--- config.mk ---
export PLATFORM = sky130hd
export DESIGN_NAME = irq_hold_stop_wake_control
export DESIGN_NICKNAME = d
export VERILOG_FILES = /design/src/core/irq_wake_pkg.sv /design/src/core/pin_sync.sv /design/src/core/edge_detect.sv /design/src/core/irq_hold_stop_wake_control.sv
export SDC_FILE = /design/constraint.sdc
export NUM_CORES = 1
export LEC_CHECK = 0
export ABC_AREA = 1
export BUFFER_PORTS_ARGS = -buffer_cell sky130_fd_sc_hd__buf_2
export CELL_PAD_IN_SITES_DETAIL_PLACEMENT = 0
export CELL_PAD_IN_SITES_GLOBAL_PLACEMENT = 1
export CORE_ASPECT_RATIO = 0.6
export CORE_UTILIZATION = 46
export DETAILED_ROUTE_END_ITERATION = 8
export GPL_TIMING_DRIVEN = 0
export PLACE_DENSITY_LB_ADDON = 0.1
export SLEW_MARGIN = 5
export SYNTH_ARGS = -nofsm -noshare
export SYNTH_HDL_FRONTEND = slang
export SYNTH_HIERARCHICAL = 1
export SYNTH_SLANG_ARGS = --single-unit
--- constraint.sdc ---
create_clock -name clock -period 5.3 [get_ports clock]
set_input_delay 1.06 -clock clock [delete_from_list [all_inputs] [get_ports clock]]
set_output_delay 1.06 -clock clock [all_outputs]
set_load 0.02 [all_outputs]
--- src/core/irq_wake_pkg.sv ---
// Constants and types shared by the interrupt and wake controller
package irq_wake_pkg;
    localparam int SRC_N        = 8;
    localparam int PORT_N       = 4;
    localparam int PC_W         = 11;
    localparam int SRC_DIV      = 0;
    localparam int SRC_TMR0     = 1;
    localparam int SRC_PORT     = 2;
    localparam int SRC_RSVD     = 3;
    localparam int SRC_EXT      = 4;
    localparam int SRC_RX       = 5;
    localparam int SRC_TX       = 6;
    localparam int SRC_TMR1     = 7;
    localparam logic [7:0] IMPL_MASK  = 8'hF7;
    localparam logic [7:0] MASK_RESET = 8'h00;
    localparam logic [3:0] NIB_RESET  = 4'h0;
    localparam logic [PC_W-1:0] PC_RESET    = 11'h000;
    localparam logic [PC_W-1:0] VEC_BASE    = 11'h004;
    localparam logic [PC_W-1:0] VEC_STEP    = 11'h004;
    localparam logic [PC_W-1:0] VEC_LAST    = 11'h020;
    // Oscillator warm-up after stop, in microseconds
    localparam int WARMUP_US     = 1000;
    localparam int CLOCK_MHZ     = 10;
    localparam int WARMUP_CYCLES = WARMUP_US * CLOCK_MHZ;

    typedef enum logic [1:0] {
        PM_RUN    = 2'b00,
        PM_HOLD   = 2'b01,
        PM_WARMUP = 2'b11,
        PM_STOP   = 2'b10
    } power_mode_e;

    typedef logic [SRC_N-1:0] src_vec_t;
endpackage : irq_wake_pkg

--- src/core/pin_sync.sv ---
`timescale 1ns/100ps
// Two-stage synchroniser for a bank of asynchronous pins
module pin_sync #(
    parameter int WIDTH = 1,
    parameter logic [WIDTH-1:0] INIT = '1
) (
    input  wire logic             clock,
    input  wire logic             rst,
    input  wire logic [WIDTH-1:0] pin_in,
    output logic      [WIDTH-1:0] pin_sync_out
);
    logic [WIDTH-1:0] meta_r;

    always_ff @(posedge clock or posedge rst) begin
        if (rst) begin
            meta_r       <= INIT;
            pin_sync_out <= INIT;
        end else begin
            meta_r       <= pin_in;
            pin_sync_out <= meta_r;
        end
    end
endmodule : pin_sync

--- src/core/edge_detect.sv ---
`timescale 1ns/100ps
// Per-bit falling and any-change detection on synchronised levels
module edge_detect #(
    parameter int WIDTH = 1,
    parameter logic [WIDTH-1:0] INIT = '1
) (
    input  wire logic             clock,
    input  wire logic             rst,
    input  wire logic [WIDTH-1:0] level,
    output logic      [WIDTH-1:0] fall,
    output logic      [WIDTH-1:0] change
);
    logic [WIDTH-1:0] last_r;

    always_ff @(posedge clock or posedge rst) begin
        if (rst) begin
            last_r <= INIT;
        end else begin
            last_r <= level;
        end
    end

    genvar i;
    generate
        for (i = 0; i < WIDTH; i++) begin : g_bit
            assign fall[i]   = last_r[i] & ~level[i];
            assign change[i] = last_r[i] ^ level[i];
        end
    endgenerate
endmodule : edge_detect

--- src/core/irq_hold_stop_wake_control.sv ---
`timescale 1ns/100ps
// Interrupt, hold release and stop wake controller
// Notes on behaviour
// - Pending plus enable raises interrupt; port source needs port enable
// - Taking an interrupt blocks all others until global enable or mask write
// - Global disable op blocks every source regardless of mask
// - Each source has its own vector inside 004H to 020H
// - Interrupt in hold runs the routine; return op goes back to hold
// - Accepting an interrupt clears only that source's pending bit
// - 8-bit write-only interrupt mask, bit 3 reserved
// - Pulled-up external pin; enabled falling edge ends hold or interrupts
// - Low level on external pin wakes from stop
// - Stop halts all until external low or enabled wake-port falling edge
// - After stop wake, wait warm-up, then continue after stop op
// - 4-bit write-only stop wake enable per wake-port pin
// - Hold op keeps only oscillator and timers; listed sources release it
// - 8-bit write-only hold release mask, same order, bit 3 reserved
// - Read-only cause register, nibbles readable; bits 5..7 are tmr1, rx, tx
// - Hold op is ignored while any cause bit is one
// - Cause bit clears once its pending and hold enable bits are clear
// - Pending bits set by hardware, cleared by clear op or interrupt taken
// - Reset sets program counter to 000H and clears all flags
// - 4-bit write-only port change enable gates each wake-port pin
// - Serial receive done clears input busy, sets pending 5; transmit sets 6
module irq_hold_stop_wake_control
    import irq_wake_pkg::*;
#(
    parameter int WARMUP_COUNT = irq_wake_pkg::WARMUP_CYCLES
) (
    input  wire logic                        clock,
    input  wire logic                        rst,
    input  wire logic                        ext_irq_n,
    input  wire logic [irq_wake_pkg::PORT_N-1:0] wake_port,
    input  wire logic                        div_overflow,
    input  wire logic                        tmr0_underflow,
    input  wire logic                        tmr1_underflow,
    input  wire logic                        serial_rx_done,
    input  wire logic                        serial_tx_done,
    input  wire logic                        serial_rx_start,
    input  wire logic                        ie_write,
    input  wire logic                        he_write,
    input  wire logic                        pe_write,
    input  wire logic                        se_write,
    input  wire logic [7:0]                  wr_data,
    input  wire logic                        global_irq_enable_op,
    input  wire logic                        global_irq_disable_op,
    input  wire logic                        event_clear_op,
    input  wire logic [7:0]                  event_clear_mask,
    input  wire logic                        hold_op,
    input  wire logic                        stop_op,
    input  wire logic                        return_op,
    input  wire logic                        irq_ack,
    output logic                             irq_req,
    output logic [irq_wake_pkg::PC_W-1:0]    irq_vector,
    output logic [7:0]                       event_pending,
    output logic [3:0]                       hold_cause_low_nibble,
    output logic [3:0]                       hold_cause_high_nibble,
    output logic                             serial_in_busy,
    output logic                             cpu_run,
    output logic                             osc_run,
    output logic [1:0]                       power_mode,
    output logic                             in_isr
);
    logic [7:0]        interrupt_enable_mask;
    logic [7:0]        hold_release_enable;
    logic [7:0]        hold_release_cause;
    logic [3:0]        port_change_enable;
    logic [3:0]        stop_wake_enable;
    logic              irq_block_r;
    logic              hold_resume_r;
    power_mode_e       mode_r;
    power_mode_e       mode_nxt;
    logic [31:0]       warm_cnt_r;
    logic              ext_sync;
    logic [3:0]        port_sync;
    logic              ext_fall;
    logic [3:0]        port_fall;
    logic [3:0]        port_change;
    src_vec_t          ev_set;
    src_vec_t          ev_clear;
    src_vec_t          irq_cand;
    src_vec_t          hold_cand;
    src_vec_t          take_onehot;
    logic [2:0]        take_idx;
    logic              take_any;
    logic              stop_wake;

    // Pull-up on the external pin is modelled by a released level of one
    pin_sync #(.WIDTH(1), .INIT(1'b1)) u_sync_ext (
        .clock        (clock),
        .rst          (rst),
        .pin_in       (ext_irq_n),
        .pin_sync_out (ext_sync)
    );

    pin_sync #(.WIDTH(PORT_N), .INIT(4'hF)) u_sync_port (
        .clock        (clock),
        .rst          (rst),
        .pin_in       (wake_port),
        .pin_sync_out (port_sync)
    );

    edge_detect #(.WIDTH(1), .INIT(1'b1)) u_edge_ext (
        .clock  (clock),
        .rst    (rst),
        .level  (ext_sync),
        .fall   (ext_fall),
        .change ()
    );

    edge_detect #(.WIDTH(PORT_N), .INIT(4'hF)) u_edge_port (
        .clock  (clock),
        .rst    (rst),
        .level  (port_sync),
        .fall   (port_fall),
        .change (port_change)
    );

    // Event sources; only peripherals whose clocks run may report
    always_comb begin
        ev_set           = '0;
        ev_set[SRC_DIV]  = div_overflow;
        ev_set[SRC_TMR0] = tmr0_underflow;
        ev_set[SRC_PORT] = |(port_change & port_change_enable);
        ev_set[SRC_EXT]  = ext_fall;
        ev_set[SRC_RX]   = serial_rx_done;
        ev_set[SRC_TX]   = serial_tx_done;
        ev_set[SRC_TMR1] = tmr1_underflow;
        if (mode_r == PM_STOP || mode_r == PM_WARMUP) begin
            ev_set = '0;
        end
    end

    // Fixed priority: lowest index wins, the rest wait
    always_comb begin
        irq_cand    = event_pending & interrupt_enable_mask
                      & IMPL_MASK;
        take_onehot = irq_cand & (~irq_cand + 8'h01);
        take_idx    = 3'h0;
        for (int k = SRC_N - 1; k >= 0; k--) begin
            if (irq_cand[k]) begin
                take_idx = 3'(k);
            end
        end
        take_any = (|irq_cand) && !irq_block_r && irq_ack &&
                   (mode_r == PM_RUN || mode_r == PM_HOLD);
        hold_cand = event_pending & hold_release_enable & IMPL_MASK;
    end

    always_comb begin
        ev_clear = '0;
        if (event_clear_op) begin
            ev_clear = event_clear_mask;
        end
        if (take_any) begin
            ev_clear = ev_clear | take_onehot;
        end
    end

    // Pending flags: a set in the clearing cycle survives
    always_ff @(posedge clock or posedge rst) begin
        if (rst) begin
            event_pending <= MASK_RESET;
        end else begin
            event_pending <= ((event_pending & ~ev_clear) | ev_set)
                             & IMPL_MASK;
        end
    end

    // Write-only masks
    always_ff @(posedge clock or posedge rst) begin
        if (rst) begin
            interrupt_enable_mask <= MASK_RESET;
            hold_release_enable   <= MASK_RESET;
            port_change_enable    <= NIB_RESET;
            stop_wake_enable      <= NIB_RESET;
        end else begin
            if (ie_write) begin
                interrupt_enable_mask <= wr_data & IMPL_MASK;
            end
            if (he_write) begin
                hold_release_enable <= wr_data & IMPL_MASK;
            end
            if (pe_write) begin
                port_change_enable <= wr_data[3:0];
            end
            if (se_write) begin
                stop_wake_enable <= wr_data[3:0];
            end
        end
    end

    // Global block: set by disable op or by taking an interrupt
    always_ff @(posedge clock or posedge rst) begin
        if (rst) begin
            irq_block_r <= 1'b0;
        end else if (take_any || global_irq_disable_op) begin
            irq_block_r <= 1'b1;
        end else if (global_irq_enable_op || ie_write) begin
            irq_block_r <= 1'b0;
        end
    end

    // Cause bits: cause positions 5..7 are tmr1, rx, tx
    always_ff @(posedge clock or posedge rst) begin
        if (rst) begin
            hold_release_cause <= MASK_RESET;
        end else begin
            for (int b = 0; b < SRC_N; b++) begin
                int s;
                s = (b == SRC_RX) ? SRC_TMR1 :
                    (b == SRC_TX) ? SRC_RX   :
                    (b == SRC_TMR1) ? SRC_TX : b;
                if (mode_r == PM_HOLD && hold_cand[s]) begin
                    hold_release_cause[b] <= 1'b1;
                end else if (!event_pending[s] &&
                             !hold_release_enable[s]) begin
                    hold_release_cause[b] <= 1'b0;
                end
            end
        end
    end

    always_comb begin
        mode_nxt = mode_r;
        case (mode_r)
            PM_RUN: begin
                if (stop_op) begin
                    mode_nxt = PM_STOP;
                end else if (hold_op && hold_release_cause == 8'h00) begin
                    mode_nxt = PM_HOLD;
                end else if (return_op && hold_resume_r) begin
                    mode_nxt = PM_HOLD;
                end
            end
            PM_HOLD: begin
                if (|hold_cand || take_any) begin
                    mode_nxt = PM_RUN;
                end
            end
            PM_STOP: begin
                if (stop_wake) begin
                    mode_nxt = PM_WARMUP;
                end
            end
            PM_WARMUP: begin
                if (warm_cnt_r == 32'(WARMUP_COUNT - 1)) begin
                    mode_nxt = PM_RUN;
                end
            end
            default: mode_nxt = PM_RUN;
        endcase
    end

    assign stop_wake = !ext_sync || |(port_fall & stop_wake_enable);

    always_ff @(posedge clock or posedge rst) begin
        if (rst) begin
            mode_r <= PM_RUN;
        end else begin
            mode_r <= mode_nxt;
        end
    end

    // Hold re-entry only when the interrupt alone ended hold
    always_ff @(posedge clock or posedge rst) begin
        if (rst) begin
            hold_resume_r <= 1'b0;
        end else if (mode_r == PM_HOLD && take_any && !(|hold_cand)) begin
            hold_resume_r <= 1'b1;
        end else if (return_op || mode_r == PM_HOLD) begin
            hold_resume_r <= 1'b0;
        end
    end

    always_ff @(posedge clock or posedge rst) begin
        if (rst) begin
            warm_cnt_r <= 32'h0;
        end else if (mode_r == PM_WARMUP) begin
            warm_cnt_r <= warm_cnt_r + 32'h1;
        end else begin
            warm_cnt_r <= 32'h0;
        end
    end

    // Registered outputs
    always_ff @(posedge clock or posedge rst) begin
        if (rst) begin
            irq_req     <= 1'b0;
            irq_vector  <= PC_RESET;
            in_isr      <= 1'b0;
            cpu_run     <= 1'b1;
            osc_run     <= 1'b1;
            power_mode  <= PM_RUN;
        end else begin
            irq_req <= take_any;
            if (take_any) begin
                irq_vector <= VEC_BASE +
                              VEC_STEP * PC_W'(take_idx);
                in_isr <= 1'b1;
            end else if (return_op) begin
                in_isr <= 1'b0;
            end
            cpu_run    <= (mode_nxt == PM_RUN);
            osc_run    <= (mode_nxt != PM_STOP);
            power_mode <= mode_nxt;
        end
    end

    always_ff @(posedge clock or posedge rst) begin
        if (rst) begin
            serial_in_busy <= 1'b0;
        end else if (serial_rx_done) begin
            serial_in_busy <= 1'b0;
        end else if (serial_rx_start) begin
            serial_in_busy <= 1'b1;
        end
    end

    assign hold_cause_low_nibble  = hold_release_cause[3:0];
    assign hold_cause_high_nibble = hold_release_cause[7:4];

    chk_vector_in_range: assert property (
        @(posedge clock) disable iff (rst)
        irq_req |-> (irq_vector >= VEC_BASE && irq_vector <= VEC_LAST))
        else $error("vector outside range");
    chk_single_clear: assert property (
        @(posedge clock) disable iff (rst)
        take_any && !event_clear_op && ev_set == '0 |=>
        event_pending == ($past(event_pending) & ~$past(take_onehot)))
        else $error("acceptance cleared other pending bits");
    chk_block_after_take: assert property (
        @(posedge clock) disable iff (rst)
        take_any |=> !take_any)
        else $error("second interrupt taken back to back");
    chk_disable_blocks: assert property (
        @(posedge clock) disable iff (rst)
        global_irq_disable_op && !take_any |=> !take_any)
        else $error("interrupt taken after disable");
    chk_hold_refused: assert property (
        @(posedge clock) disable iff (rst)
        mode_r == PM_RUN && hold_op && !stop_op &&
        hold_release_cause != 8'h00 && !(return_op && hold_resume_r)
        |=> mode_r == PM_RUN)
        else $error("hold entered with cause set");
    chk_stop_wake: assert property (
        @(posedge clock) disable iff (rst)
        mode_r == PM_STOP && !ext_sync |=> mode_r == PM_WARMUP)
        else $error("low pin did not end stop");
    chk_warm_exit: assert property (
        @(posedge clock) disable iff (rst)
        mode_r == PM_WARMUP && warm_cnt_r != 32'(WARMUP_COUNT - 1)
        |=> mode_r == PM_WARMUP)
        else $error("warm-up cut short");
    chk_priority: assert property (
        @(posedge clock) disable iff (rst)
        take_any |-> irq_cand[take_idx] &&
        take_onehot == (8'h01 << take_idx) &&
        (irq_cand & ((8'h01 << take_idx) - 8'h01)) == 8'h00)
        else $error("not lowest pending source");
    chk_rx_busy: assert property (
        @(posedge clock) disable iff (rst)
        serial_rx_done |=> !serial_in_busy && event_pending[SRC_RX])
        else $error("receive done not reflected");
endmodule : irq_hold_stop_wake_control

==> results by group <==
Global route
  • GRT Residual Overflow: 0
  • Largest net degree at the start of global routing: 63
  • Number of global-route vias before repair: 3419
  • Wire length of the first global-routing pass: 18800 microns
  • Global router's overall resource usage: 0.2359
  • Number of antenna violations at the first check in global routing: 0

Die
  • # rows: 28
  • Die height: 81.19 microns
  • Core region area: 0.01002 sq mm
  • Starting density of the core: 0.4798
  • Total die area: 0.01088 sq mm
  • Number of primary I/O pins: 74
  • Die width: 134.0 microns

Worst setup path
  • Largest delay contributor family on the critical path: flip-flops
  • Largest incremental delay on the critical path: 0.48 ns
  • Path type of the worst setup path: register to output pin
  • Cell with the largest stage delay on the worst path: sky130_fd_sc_hd__dfrtp_1
  • Cell breakdown of the critical path: buf_2
  • Data arrival time of the critical path: 1.05 ns
  • Crit Path Max Fanout: 5
  • Worst path buffer plus inverter count: 1
  • Critical Path Start Type: register
  • Sort of element at the end of the critical path: output pin
  • Required time of the critical path: 4.24 ns

Timing
  • Final number of max-transition violations: 0
  • Endpoints failing hold: 0
  • Share of the clock period used by the worst path after layout: 0.3980
  • Final setup fails: 0
  • Worst Max-Slew Pin Slew: 0.6045 ns
  • Highest attainable clock frequency: 474.1 MHz
  • RSZ-0062 raised after global routing: no
  • Max-Slew Margin vs Limit: 0.5970
  • TNS Setup: 0 ns
  • Clock tree skew after final layout: 0.007912 ns
  • Slack of the critical path: 3.191 ns
  • Post-route minimum period: 2.109 ns

Final layout
  • NumNets Final: 688
  • Number of antenna cells inserted: 0
  • Fraction of layout cells with a size suffix above 1: 0.2492
  • Area Growth Syn to Fin: 17.28%
  • Number of inserted filler cells in the final layout: 956
  • Seq. cell area: 0.002424 sq mm
  • Area used by multi-input combinational logic: 0.002053 sq mm

Drt
  • TritonRoute pass-1 iters: 5
  • Total length of routed met2 wires: 4192 microns
  • Wire length on met1: 6422 microns
  • Via density: 5.019
  • Final ANT Viol Nets: 0
  • Via Count: 3920
  • Wire length per cell: 15.18 microns
  • Number of remaining DRC errors: 0
  • Top Metal Used: met4
  • DR iter-0 viols: 331
  • Met3 wirelength from detailed routing: 1152 microns
  • Final Routed Wirelength: 11860 microns

Flow run
  • Max-capacitance violation count: 0

Status
  • Result of the run: complete, no violations

Placed design
  • Half-perimeter wire length of the detailed placement result: 9288 microns
  • PortBufs: 61
  • Pre-CTS worst setup slack: 3.247 ns
  • Final RePlAce weighted congestion: 0.8771

Synthesis
  • Ys Warns: 6
  • Synthesized area divided by synthesized cell count: 8.584 sq um
  • Summed instance area of the synthesized netlist: 0.004807 sq mm
  • Count of mapped cells out of synthesis: 560

CTS
  • TritonCTS buffer count: 9
  • Clock network latency to the later pin of the worst-skew pair: 0.34 ns
  • Cts hold-fix bufs: 0
  • CTS tree: built
  • Worst-path clk slew: 0.07 ns
  • # H-tree levels: 3
  • Cells resized by post-CTS repair: 0
  • Clock Root Buffer: sky130_fd_sc_hd__clkbuf_16
  • CTS Sinks: 96
  • Post-CTS Setup Inserts: 0
  • Maximum buffer depth of the clock tree: 2

Pwr
  • Leak: 2.849 nW
  • Power density over cell area: 266.9 mW/mm^2
  • Worst supply voltage drop on vdd: 0.1764 mV

Min path
  • Hold WC Path Type: register to register
## worst paths after layout
check	startpoint	end	slack [ns]	cells after the start
worst min-delay path	u_sync_port/meta_r[0]	u_sync_port/pin_sync_out[0]	0.36	0
max in group asynchronous	rst	osc_run	3.95	3
worst max-delay path	event_pending[1]	event_pending[1]	3.19	1
worst min register to register	u_sync_port/meta_r[0]	u_sync_port/pin_sync_out[0]	0.36	0
min in group asynchronous	rst	stop_wake_enable[1]	0.69	2
worst max register to register	warm_cnt_r[11]	warm_cnt_r[30]	3.49	7
## flip-flops by register name, indices dropped and copies added, names as in the netlist, 2 cells and up
name and flops:
event_pending 7, hold_release_cause 7, hold_release_enable 7, interrupt_enable_mask 7, irq_vector 4, port_change_enable 4
power_mode 2, stop_wake_enable 4, u_edge_port/last_r 4, u_sync_port/meta_r 4, u_sync_port/pin_sync_out 4, warm_cnt_r 32
## power breakdown
group          internal (mW)  total [mW]  switching, mW  leakage (nW)
clock                  0.343       0.645          0.302         0.147
sequential             0.760       0.777         0.0172          1.21
combinational         0.0354      0.0822         0.0468          1.49
## area by class of cell
| type | instances | share of cell area |
|---|---|---|
| plain buffers | 15 | 0.01820 |
| clock buffers | 10 | 0.04239 |
| clock inverters | 6 | 0.01021 |
| inverters | 68 | 0.04616 |
| multi-input cells | 389 | 0.3642 |
| flip-flops and latches | 96 | 0.4299 |
| well taps | 135 | 0.02996 |
| repair buffers | 62 | 0.05903 |
## layer usage
layer / vias up / GRT usage
met5: - / 0
met4: 0 / 0.05795
met3: 9 / 0.05680
met2: 164 / 0.2834
met1: 1812 / 0.3968
li1: 1935 / -
## metrics by stage
stage / area (sq um) / hold slack [ns] / total power, mW / instances / util
after detailed placement: 5341 / 0.3468 / 0.8737 / 765 / 0.5331
after global placement: 5311 / 0.3461 / 0.8680 / 764 / 0.5301
after floorplan: 4837 / 0.3452 / 0.8334 / 568 / -
after CTS: 5638 / 0.3574 / 1.522 / 781 / 0.5627
final: 5638 / 0.3565 / 1.505 / 781 / 0.5627
after global routing: 5638 / 0.3611 / 1.567 / 781 / 0.5627
## layout by cell type (no fill, tap or decap), drive strengths merged
cell	n
or2	1
nand4	13
mux2	15
inv	71
conb	9
nand3	14
dfrtp	79
o21ai	33
nor2	81
a22o	2
nor3	18
dfstp	17
buf	74
a31oi	1
clkbuf	13
xor2	6
o311ai	1
clkinv	3
ha	7
o31ai	8
a21oi	18
nand2	161
a21boi	1
## worst reg2reg max path, delay by kind of cell (launching register included)
kind,cells,cell delay [ns]
DFF,1,0.40
and+or+nand+nor,7,1.30
(Power assumes the default switching activity.)
